<file path="config.mk">
export PLATFORM = sky130hd
export DESIGN_NAME = sync_baud_gen
export DESIGN_NICKNAME = d
export VERILOG_FILES = /design/src/sync_baud_pkg.sv /design/src/sync_baud_gen.sv /design/src/sync_baud_edge.sv /design/src/sync_baud_counter.sv
export SDC_FILE = /design/constraint.sdc
export NUM_CORES = 1
export LEC_CHECK = 0
export BUFFER_PORTS_ARGS = -buffer_cell sky130_fd_sc_hd__buf_2
export CAP_MARGIN = 5
export CORE_AREA = 2 2 109 111
export CTS_CLUSTER_SIZE = 12
export DETAILED_ROUTE_END_ITERATION = 6
export DIE_AREA = 0 0 111 113
export PLACE_DENSITY_LB_ADDON = 0.08
export SETUP_SLACK_MARGIN = 0.5
export SYNTH_ARGS = -nofsm -noshare
export SYNTH_HDL_FRONTEND = slang
export SYNTH_SLANG_ARGS = --single-unit
</file>
<file path="constraint.sdc">
create_clock -name sys_clk_in -period 1.7 [get_ports sys_clk_in]
set_input_delay 0.51 -clock sys_clk_in [delete_from_list [all_inputs] [get_ports sys_clk_in]]
set_output_delay 0.51 -clock sys_clk_in [all_outputs]
set_load 0.01 [all_outputs]
</file>
<file path="src/sync_baud_pkg.sv">
// constants for the synchronous serial baud-rate generator
// assumes a 32-bit axi4-lite register bus
package sync_baud_pkg;
   // register indices; byte address is four times the index
   localparam int unsigned ADDR_W            = 18;
   localparam int unsigned IDX_LSB           = 2;
   localparam int unsigned DATA_W            = 32;
   localparam int unsigned CNT_W             = 7;
   localparam logic [15:0] COUNT_STATUS_IDX  = 16'hf48a;
   // control and source indices: free words two indices either side of the status word
   localparam logic [15:0] CONTROL_IDX       = 16'hf488;
   localparam logic [15:0] SOURCE_IDX        = 16'hf48c;
   localparam int unsigned ENABLE_BIT        = 7;
   localparam int unsigned SOURCE_BIT        = 2;
   localparam logic [6:0]  CNT_RESET         = 7'h00;
   localparam logic [7:0]  CONTROL_RESET     = 8'h00;
   localparam logic [1:0]  RESP_OKAY         = 2'b00;
   localparam logic [1:0]  RESP_SLVERR       = 2'b10;

   function automatic logic addr_hit(input logic [ADDR_W-1:0] a,
                                     input logic [15:0]       reg_idx);
      return a[ADDR_W-1:IDX_LSB] == reg_idx;
   endfunction
endpackage

</file>
<file path="src/sync_baud_gen.sv">
// baud-rate generator for the synchronous serial port, axi4-lite slave
// assumes clock inputs are levels synchronous to sys_clk_in
// Functional notes
// - setting enable bit starts the counter and baud output
// - clearing enable stops the generator and zeroes the count
// - control bits 6..0 are the reload value of the counter
// - output frequency is input clock over twice reload plus two
// - status bit 7 reads one while enabled, zero while disabled
// - status read returns live count in bits 6..0
// - source bit set picks internal serial clock, clear prescaled
`timescale 1ns/100ps
`default_nettype none
module sync_baud_gen (
   input  wire logic                        sys_clk_in,
   input  wire logic                        reset_n_in,
   input  wire logic                        internal_serial_clock_in,
   input  wire logic                        prescaled_clock_in,
   input  wire logic [sync_baud_pkg::ADDR_W-1:0] s_axi_awaddr_in,
   input  wire logic                        s_axi_awvalid_in,
   output var  logic                        s_axi_awready_out,
   input  wire logic [sync_baud_pkg::DATA_W-1:0] s_axi_wdata_in,
   input  wire logic [3:0]                  s_axi_wstrb_in,
   input  wire logic                        s_axi_wvalid_in,
   output var  logic                        s_axi_wready_out,
   output var  logic [1:0]                  s_axi_bresp_out,
   output var  logic                        s_axi_bvalid_out,
   input  wire logic                        s_axi_bready_in,
   input  wire logic [sync_baud_pkg::ADDR_W-1:0] s_axi_araddr_in,
   input  wire logic                        s_axi_arvalid_in,
   output var  logic                        s_axi_arready_out,
   output var  logic [sync_baud_pkg::DATA_W-1:0] s_axi_rdata_out,
   output var  logic [1:0]                  s_axi_rresp_out,
   output var  logic                        s_axi_rvalid_out,
   input  wire logic                        s_axi_rready_in,
   output var  logic                        baud_clk_out
);
   import sync_baud_pkg::*;

   // write channel state
   logic              aw_have_q, aw_have_d;
   logic              w_have_q, w_have_d;
   logic [ADDR_W-1:0] awaddr_q, awaddr_d;
   logic [7:0]        wdata_q, wdata_d;
   logic              wstrb0_q, wstrb0_d;
   logic              bvalid_q, bvalid_d;
   logic [1:0]        bresp_q, bresp_d;
   // read channel state
   logic              rvalid_q, rvalid_d;
   logic [DATA_W-1:0] rdata_q, rdata_d;
   logic [1:0]        rresp_q, rresp_d;
   // registers
   logic [7:0]        control_q, control_d;
   logic              source_q, source_d;
   logic              gen_input_clock_q, gen_input_clock_d;
   logic              baud_q, baud_d;
   // bus ready outputs, registered
   logic              awready_q, awready_d;
   logic              wready_q, wready_d;
   logic              arready_q, arready_d;

   logic             tick;
   logic [CNT_W-1:0] count_now;
   logic             tog;
   logic             gen_enable_bit;
   logic             do_write;

   assign gen_enable_bit = control_q[ENABLE_BIT];
   assign do_write = aw_have_q && w_have_q && !bvalid_q;

   always_comb begin
      aw_have_d = aw_have_q;
      w_have_d  = w_have_q;
      awaddr_d  = awaddr_q;
      wdata_d   = wdata_q;
      wstrb0_d  = wstrb0_q;
      bvalid_d  = bvalid_q;
      bresp_d   = bresp_q;
      control_d = control_q;
      source_d  = source_q;
      if (s_axi_awvalid_in && !aw_have_q) begin
         aw_have_d = 1'b1;
         awaddr_d  = s_axi_awaddr_in;
      end
      if (s_axi_wvalid_in && !w_have_q) begin
         w_have_d = 1'b1;
         wdata_d  = s_axi_wdata_in[7:0];
         wstrb0_d = s_axi_wstrb_in[0];
      end
      if (do_write) begin
         aw_have_d = 1'b0;
         w_have_d  = 1'b0;
         bvalid_d  = 1'b1;
         bresp_d   = RESP_OKAY;
         if (addr_hit(awaddr_q, CONTROL_IDX)) begin
            if (wstrb0_q) begin
               control_d = wdata_q;
            end
         end else if (addr_hit(awaddr_q, SOURCE_IDX)) begin
            if (wstrb0_q) begin
               source_d = wdata_q[SOURCE_BIT];
            end
         end else if (!addr_hit(awaddr_q, COUNT_STATUS_IDX)) begin
            bresp_d = RESP_SLVERR;
         end
      end
      if (bvalid_q && s_axi_bready_in) begin
         bvalid_d = 1'b0;
      end
      awready_d = !aw_have_d;
      wready_d  = !w_have_d;
   end

   always_ff @(posedge sys_clk_in or negedge reset_n_in) begin
      if (!reset_n_in) begin
         aw_have_q <= 1'b0;
         w_have_q  <= 1'b0;
         awaddr_q  <= '0;
         wdata_q   <= 8'h00;
         wstrb0_q  <= 1'b0;
         bvalid_q  <= 1'b0;
         bresp_q   <= RESP_OKAY;
         control_q <= CONTROL_RESET;
         source_q  <= 1'b0;
         awready_q <= 1'b1;
         wready_q  <= 1'b1;
      end else begin
         aw_have_q <= aw_have_d;
         w_have_q  <= w_have_d;
         awaddr_q  <= awaddr_d;
         wdata_q   <= wdata_d;
         wstrb0_q  <= wstrb0_d;
         bvalid_q  <= bvalid_d;
         bresp_q   <= bresp_d;
         control_q <= control_d;
         source_q  <= source_d;
         awready_q <= awready_d;
         wready_q  <= wready_d;
      end
   end

   always_comb begin
      rvalid_d = rvalid_q;
      rdata_d  = rdata_q;
      rresp_d  = rresp_q;
      if (s_axi_arvalid_in && !rvalid_q) begin
         rvalid_d = 1'b1;
         rresp_d  = RESP_OKAY;
         rdata_d  = '0;
         if (addr_hit(s_axi_araddr_in, COUNT_STATUS_IDX)) begin
            rdata_d[ENABLE_BIT]  = gen_enable_bit;
            rdata_d[CNT_W-1:0]   = count_now;
         end else if (addr_hit(s_axi_araddr_in, SOURCE_IDX)) begin
            rdata_d[SOURCE_BIT] = source_q;
         end else if (!addr_hit(s_axi_araddr_in, CONTROL_IDX)) begin
            rresp_d = RESP_SLVERR;
         end
      end else if (rvalid_q && s_axi_rready_in) begin
         rvalid_d = 1'b0;
      end
      arready_d = !rvalid_d;
   end

   always_ff @(posedge sys_clk_in or negedge reset_n_in) begin
      if (!reset_n_in) begin
         rvalid_q <= 1'b0;
         rdata_q  <= '0;
         rresp_q  <= RESP_OKAY;
         arready_q <= 1'b1;
      end else begin
         rvalid_q <= rvalid_d;
         rdata_q  <= rdata_d;
         rresp_q  <= rresp_d;
         arready_q <= arready_d;
      end
   end

   // source mux, registered so the edge detector sees a clean level
   always_comb begin
      gen_input_clock_d = source_q ? internal_serial_clock_in
                                   : prescaled_clock_in;
      baud_d = tog;
   end

   always_ff @(posedge sys_clk_in or negedge reset_n_in) begin
      if (!reset_n_in) begin
         gen_input_clock_q <= 1'b0;
         baud_q            <= 1'b0;
      end else begin
         gen_input_clock_q <= gen_input_clock_d;
         baud_q            <= baud_d;
      end
   end

   sync_baud_edge sync_baud_edge_i (
      .sys_clk_in (sys_clk_in),
      .reset_n_in (reset_n_in),
      .level_in   (gen_input_clock_q),
      .rise_out   (tick)
   );

   // half period is reload+1 input clocks: f = fin / (2*reload+2)
   sync_baud_counter sync_baud_counter_i (
      .sys_clk_in      (sys_clk_in),
      .reset_n_in      (reset_n_in),
      .enable_in       (gen_enable_bit),
      .tick_in         (tick),
      .reload_value_in (control_q[CNT_W-1:0]),
      .count_now_out   (count_now),
      .baud_clk_out    (tog)
   );

   assign s_axi_awready_out = awready_q;
   assign s_axi_wready_out  = wready_q;
   assign s_axi_bvalid_out  = bvalid_q;
   assign s_axi_bresp_out   = bresp_q;
   assign s_axi_arready_out = arready_q;
   assign s_axi_rvalid_out  = rvalid_q;
   assign s_axi_rdata_out   = rdata_q;
   assign s_axi_rresp_out   = rresp_q;
   assign baud_clk_out      = baud_q;
endmodule
`default_nettype wire

</file>
<file path="src/sync_baud_edge.sv">
// rising-edge detector for the selected generator input clock
// assumes the input level is synchronous to sys_clk_in
`timescale 1ns/100ps
`default_nettype none
module sync_baud_edge (
   input  wire logic sys_clk_in,
   input  wire logic reset_n_in,
   input  wire logic level_in,
   output var  logic rise_out
);
   logic level_q;
   logic level_d;
   always_comb begin
      level_d = level_in;
   end
   always_ff @(posedge sys_clk_in or negedge reset_n_in) begin
      if (!reset_n_in) begin
         level_q <= 1'b0;
      end else begin
         level_q <= level_d;
      end
   end
   assign rise_out = level_in & ~level_q;
endmodule
`default_nettype wire

</file>
<file path="src/sync_baud_counter.sv">
// seven-bit reloading down counter with square output toggle
// assumes tick_in is a one-cycle pulse per generator input clock
`timescale 1ns/100ps
`default_nettype none
module sync_baud_counter
   import sync_baud_pkg::*;
(
   input  wire logic             sys_clk_in,
   input  wire logic             reset_n_in,
   input  wire logic             enable_in,
   input  wire logic             tick_in,
   input  wire logic [CNT_W-1:0] reload_value_in,
   output var  logic [CNT_W-1:0] count_now_out,
   output var  logic             baud_clk_out
);
   logic [CNT_W-1:0] cnt_q;
   logic [CNT_W-1:0] cnt_d;
   logic             tog_q;
   logic             tog_d;
   always_comb begin
      cnt_d = cnt_q;
      tog_d = tog_q;
      if (!enable_in) begin
         cnt_d = CNT_RESET;
         tog_d = 1'b0;
      end else if (tick_in) begin
         if (cnt_q == CNT_RESET) begin
            cnt_d = reload_value_in;
            tog_d = ~tog_q;
         end else begin
            cnt_d = cnt_q - 7'h01;
         end
      end
   end
   always_ff @(posedge sys_clk_in or negedge reset_n_in) begin
      if (!reset_n_in) begin
         cnt_q <= CNT_RESET;
         tog_q <= 1'b0;
      end else begin
         cnt_q <= cnt_d;
         tog_q <= tog_d;
      end
   end
   assign count_now_out = cnt_q;
   assign baud_clk_out  = tog_q;
endmodule
`default_nettype wire

</file>
==> out/qor.csv, run 1 <==
metric,value,unit
setup slack after placement,-0.113,ns
Max clock buf depth,2,
Hold Slack,0.197,ns
Final Setup Violations,8,
Inserted Clock Buffers,9,
CP endpoint kind,flop,
WP data arrival,1.92,ns
r2r setup slk,-0.02,ns
max-slew violation count,0,
DP Area,0.00352,mm^2
PortBufs,65,
number of max-cap violations,0,
global-route wire length before repair,10900,um
dominant synthesized flop cell,dfrtp_1,
CP max FO,3,
RD Place Congestion,0.717,
Post-synth top cells,"dfrtp_1, mux2_2, buf_4",
root buf cell,clkbuf_16,
CTS clock-pin slew for the worst setup and hold paths,0.06,ns
Clock Latency Late Sink,0.32,ns
Yosys Warn Count,0,
Gate Count Post-Synth,227,
post-route insts no fill,495,
setup TNS,-0.0649,ns
routed via count,2053,
Starting Density,24.9,%
Die X,111,um
post-synth top area share,52.6,%
routed len/inst,13.3,um
gr usage total,10.8,%
Final Instance Area,0.00431,mm^2
VDD IR max,693,uV
CP required,1.90,ns
status,finished with violations,
# clock sinks,62,
io pins,123,
Synth area leader,dfrtp_1,
largest net degree at the start of global routing,63,
H-tree levels,3,
# DRC,0,
LEAKAGE,2.11,nW
share of cells above drive strength 1,56.5,%
Hold Crit Class,input port to asynchronous set/reset pin,
fin nets,430,
row cnt,39,
hold buffers post-CTS,0,
final core area utilization,38.2,%
GRT overflow,0,
failing checks,setup timing,
Post-Syn Area,0.00281,mm^2
Worst Skew,0.00658,ns
Tcrit/Tclk final,101,%
RSZ-0062 raised after global routing,yes,
Final WS setup,-0.0207,ns
sequential area share after synthesis,55.4,%
"Distinct cells, synth",41,
r2r worst-path depth,4,
Max Fclk,581,MHz
crit path kind,flop to flop,
post-route ant nets,0,
placed cell count,448,
Final Critical Period,1.72,ns
synthesis-to-finish area growth,53.3,%
Final Hold Vio Count,0,
Post-synth EDFFs,0,
drt first pass iters,6,
initial antenna violation count,0,
WL final,6590,um
Die Span Y,113,um
#FFs+latches synth,62,
clock tree from TritonCTS,yes,
Antenna diodes,0,
drt via density,4.15,
Synth area leaders,"dfrtp_1, mux2_2, buf_4",
syn avg cell area,12.4,um^2
total power,5.37,mW
Worst setup SP type,flop,
vias in the first global route,2177,
DRT iter0 DRCs,47,
die area,0.0125,mm^2
final HPWL from detailed placement,4290,um
Power Dens Cells,1250,mW/mm^2
most common cell in the netlist,dfrtp_1,
CORE AREA,0.0113,mm^2
asr flop ratio synth,100,%
## power breakdown
| group | leakage [nW] | internal [mW] | switching (mW) |
|---|---|---|---|
| clock | 0.134 | 1.13 | 0.658 |
| sequential | 0.780 | 1.89 | 0.258 |
| combinational | 1.20 | 0.933 | 0.503 |
| total | 2.11 | 3.95 | 1.42 |
## metal layers
layer | wire, um | track usage, % | up-vias | share of wire [%]
li1 | - | - | 1000 | -
met1 | 3170 | 15.0 | 986 | 48
met2 | 2940 | 16.1 | 63 | 45
met3 | 432 | 4.39 | 4 | 6.6
met4 | 45 | 2.00 | 0 | 0.68
met5 | 0 | 0 | - | 0
## worst paths after layout
check,from,end
setup / recovery,awaddr_q[2],source_q
setup reg to reg,awaddr_q[2],source_q
hold / removal,reset_n_in,wdata_q[5]
min in group sys_clk_in,s_axi_bready_in,s_axi_bvalid_out
max in group asynchronous,reset_n_in,s_axi_awready_out
hold reg to reg,gen_input_clock_q,sync_baud_edge_i.level_q
## state kept, by name, summed over array words and instances, names as in the netlist, 7 cells and up
register and flops:
sync_baud_counter_i.count_now_out 7, s_axi_rdata_out 8, awaddr_q 16, wdata_q 8, control_q 8
## layout by cell type (no fill, tap or decap), types with 3 or more instances in the layout
cell type	n
a21oi_1	3
a21oi_2	4
a22o_1	7
buf_12	5
buf_2	59
buf_4	33
buf_6	18
clkbuf_16	9
clkinvlp_4	3
conb_1	26
dfrtp_1	59
dfstp_2	3
inv_1	8
mux2_2	10
mux2_4	24
nand2_1	8
nand2b_1	3
nand4_1	3
nor2_1	8
nor4b_4	3
o21ai_0	5
## timing repair
action | 4_1_cts | 5_1_grt
buffers inserted | 21 | 9
pin swaps | 19 | 11
gates cloned | 1 | 0
resized for setup | 27 | 17
endpoints found under the setup margin | 66 | 60
## worst max-delay path: stages (launching register included)
cell	delay [ns]
dfrtp_1	0.40
nor4b_4	0.29
nand4_2	0.18
nor4_1	0.35
mux2_2	0.37
## cell families (layout without fill, tap and decap cells)
family                   count (synthesis)  in the layout  share of synthesized area [%]
flip-flops                              62             62                           55.4
AND/OR/NAND/NOR                         50             50                           11.6
buffers and inverters                   42            142                           9.09
multiplexers                            37             37                           14.7
other                                    1             26                          0.134
XOR/XNOR                                 1              1                          0.312
AO/OA/AOI/OAI                           32             32                           7.84
adder cells (fa/ha/maj)                  2              2                          0.891
## layout make-up
cell class / instances / area [um^2]
clock buffer: 10 / 229
clock inverter: 6 / 62.6
fill: 1103 / 6970
inverter: 10 / 37.5
multi-input combinational: 148 / 1370
sequential: 62 / 1560
tap: 143 / 179
timing repair buffer: 116 / 873
Note: power is estimated with default switching activity, not from simulation.
==> run 2: changes to the inputs <==
--- a/config.mk
+++ b/config.mk
@@ -8,10 +8,12 @@
 export BUFFER_PORTS_ARGS = -buffer_cell sky130_fd_sc_hd__buf_2
 export CAP_MARGIN = 5
 export CORE_AREA = 2 2 109 111
+export CTS_BUF_LIST = sky130_fd_sc_hd__clkbuf_2
 export CTS_CLUSTER_SIZE = 12
 export DETAILED_ROUTE_END_ITERATION = 6
 export DIE_AREA = 0 0 111 113
 export PLACE_DENSITY_LB_ADDON = 0.08
+export REMOVE_ABC_BUFFERS = 1
 export SETUP_SLACK_MARGIN = 0.5
 export SYNTH_ARGS = -nofsm -noshare
 export SYNTH_HDL_FRONTEND = slang
==> run 2 against run 1 <==
Against the previous run:
- power is 21% lower
- sequential power hardly changed
- largest cell class unchanged
- final cell count is 1.4% lower
- critical path depth is 1 higher
- register-to-register slack worse by 0.03 ns
- via count is 0.34% lower
- global-route usage is 0.59 points lower
- the run still ends with setup timing left
- non-clock buffer count is 7 lower
- final area is 6.7% lower
- clock skew is 0.021 ns higher
- largest power group unchanged
==> out/qor.csv, run 2 (synthesized netlist as in run 1, its figures left out) <==
metric,value,unit,change
status,finished with violations,,
failing checks,setup timing,,
Final Setup Violations,8,,unchanged
CP max FO,8,,+5
io pins,123,,unchanged
global-route wire length before repair,9990,um,-8.6%
Antenna diodes,0,,unchanged
Final Critical Period,1.75,ns,+0.0305 ns
Fillers,1145,,+3.8%
r2r worst-path depth,5,,+1
largest net degree at the start of global routing,63,,unchanged
root buf cell,clkbuf_2,,
"most common cell after layout, fill and taps aside",buf_2,,
CP endpoint kind,flop,,
Hold Slack,0.170,ns,-0.0270 ns
drt via density,4.19,,+1.1%
most frequent cells in the layout,"buf_2, dfrtp_1, buf_4, mux2_4, conb_1",,
crit path kind,flop to flop,,
Max Fclk,571,MHz,-1.7%
# clock sinks,62,,unchanged
total power,4.23,mW,-21%
Die X,111,um,unchanged
H-tree levels,3,,unchanged
Power Dens Cells,1050,mW/mm^2,-16%
WP data arrival,2.15,ns,+0.23 ns
Worst setup SP type,flop,,
clock tree from TritonCTS,yes,,
die area,0.0125,mm^2,unchanged
Clock Latency Late Sink,0.49,ns,+0.17 ns
max reg flops,16,,unchanged
# DRC,0,,unchanged
Hold Path Cell Cnt,2,,
max-slew violation count,0,,unchanged
Hold Crit Class,input port to flop,,
Starting Density,24.9,%,unchanged
final HPWL from detailed placement,4220,um,-1.6%
Die Span Y,113,um,unchanged
PortBufs,65,,unchanged
routed len/inst,13.3,um,about the same
CORE AREA,0.0113,mm^2,unchanged
Tcrit/Tclk final,103,%,+1.8 points
share of cells above drive strength 1,55.7,%,-0.88 points
setup TNS,-0.375,ns,-0.310 ns
fin nets,423,,-1.6%
CP required,2.10,ns,+0.20 ns
Final WS setup,-0.0512,ns,-0.0305 ns
number of max-cap violations,0,,unchanged
RSZ-0062 raised after global routing,yes,,
Inserted Clock Buffers,9,,unchanged
Max clock buf depth,2,,unchanged
GRT overflow,0,,unchanged
CTS clock-pin slew for the worst setup and hold paths,0.19,ns,+0.13 ns
synthesis-to-finish area growth,43.0,%,
DRT iter0 DRCs,66,,+40%
gr usage total,10.2,%,-0.59 points
routed via count,2046,,-0.34%
vias in the first global route,2089,,-4.0%
Multi-input gate area,0.00139,mm^2,+1.4%
Final Hold Vio Count,0,,unchanged
post-route ant nets,0,,unchanged
row cnt,39,,unchanged
register bank with the most flops,awaddr_q,,
drt first pass iters,4,,-2
Worst Skew,0.0276,ns,+0.0210 ns
register area,0.00156,mm^2,unchanged
WL final,6500,um,-1.4%
setup slack after placement,-0.204,ns,-0.0907 ns
LEAKAGE,1.98,nW,-6.1%
RD Place Congestion,0.758,,+5.6%
VDD IR max,544,uV,-21%
initial antenna violation count,0,,unchanged
==> run 2: cell count changes in the layout (fill, tap and decap cells not counted), moves of 2 or more <==
| cell | change |
|---|---|
| nor4b_1 | +2 |
| buf_6 | -4 |
| mux2_2 | -2 |
| buf_4 | -5 |
| buf_2 | +3 |
| buf_12 | -3 |
| clkbuf_16 | -8 |
| clkbuf_2 | +10 |
| mux2_4 | +2 |
==> run 2: worst paths after layout <==
path / from / endpoint / slack, ns
min in group asynchronous: reset_n_in / s_axi_rresp_out[1] / 0.55
max reg2reg: awaddr_q[2] / control_q[6] / -0.05
max: awaddr_q[2] / control_q[6] / -0.05
min: s_axi_bready_in / s_axi_bvalid_out / 0.17
max in group asynchronous: reset_n_in / s_axi_awready_out / 0.84
min reg2reg: gen_input_clock_q / sync_baud_edge_i.level_q / 0.42
==> run 2: layout make-up <==
cell class	count	share of cell area, %
flip-flops and latches	62	38.7
multi-input cells	148	34.5
clock buffers	10	1.25
repair buffers	109	19.1
clock inverters	6	0.966
inverters	10	0.935
well taps	143	4.45
==> run 2: layer usage <==
metal | up-vias | routed length (um) | global-route usage (%)
met5 | - | 0 | 0
met4 | 0 | 96 | 3.75
met3 | 12 | 407 | 4.77
met2 | 63 | 3280 | 16.1
met1 | 985 | 2710 | 12.3
li1 | 986 | - | -
==> run 2: power by group <==
part	internal [mW]	switching, mW	total, mW
logic	0.820	0.499	1.32
clock network	0.192	0.580	0.773
registers	1.88	0.258	2.14
total	2.89	1.34	4.23
==> run 2: critical path, cell delays in order (launching register included) <==
cell and delay (ns):
dfrtp_1 0.45, nor4b_4 0.35, nand4_4 0.18, nor4_4 0.18, buf_6 0.18, mux2_2 0.34
==> run 2: repair_timing <==
action / in CTS / in global routing
setup endpoints to repair: 56 / 68
pin swaps: 14 / 12
buffers inserted: 12 / 9
cloned: 0 / 2
hold buffers: 1 / 0
hold endpoints to repair: 54 / 0
resized for setup: 48 / 36
==> run 2: per-stage QoR <==
step                cell area [um^2]  util (%)  instances
floorplan                       2680         -        220
global placement                3360      29.8        448
detailed placement              3360      29.8        448
CTS                             3750      33.3        477
global route                    4020      35.6        488
finish                          4020      35.6        488
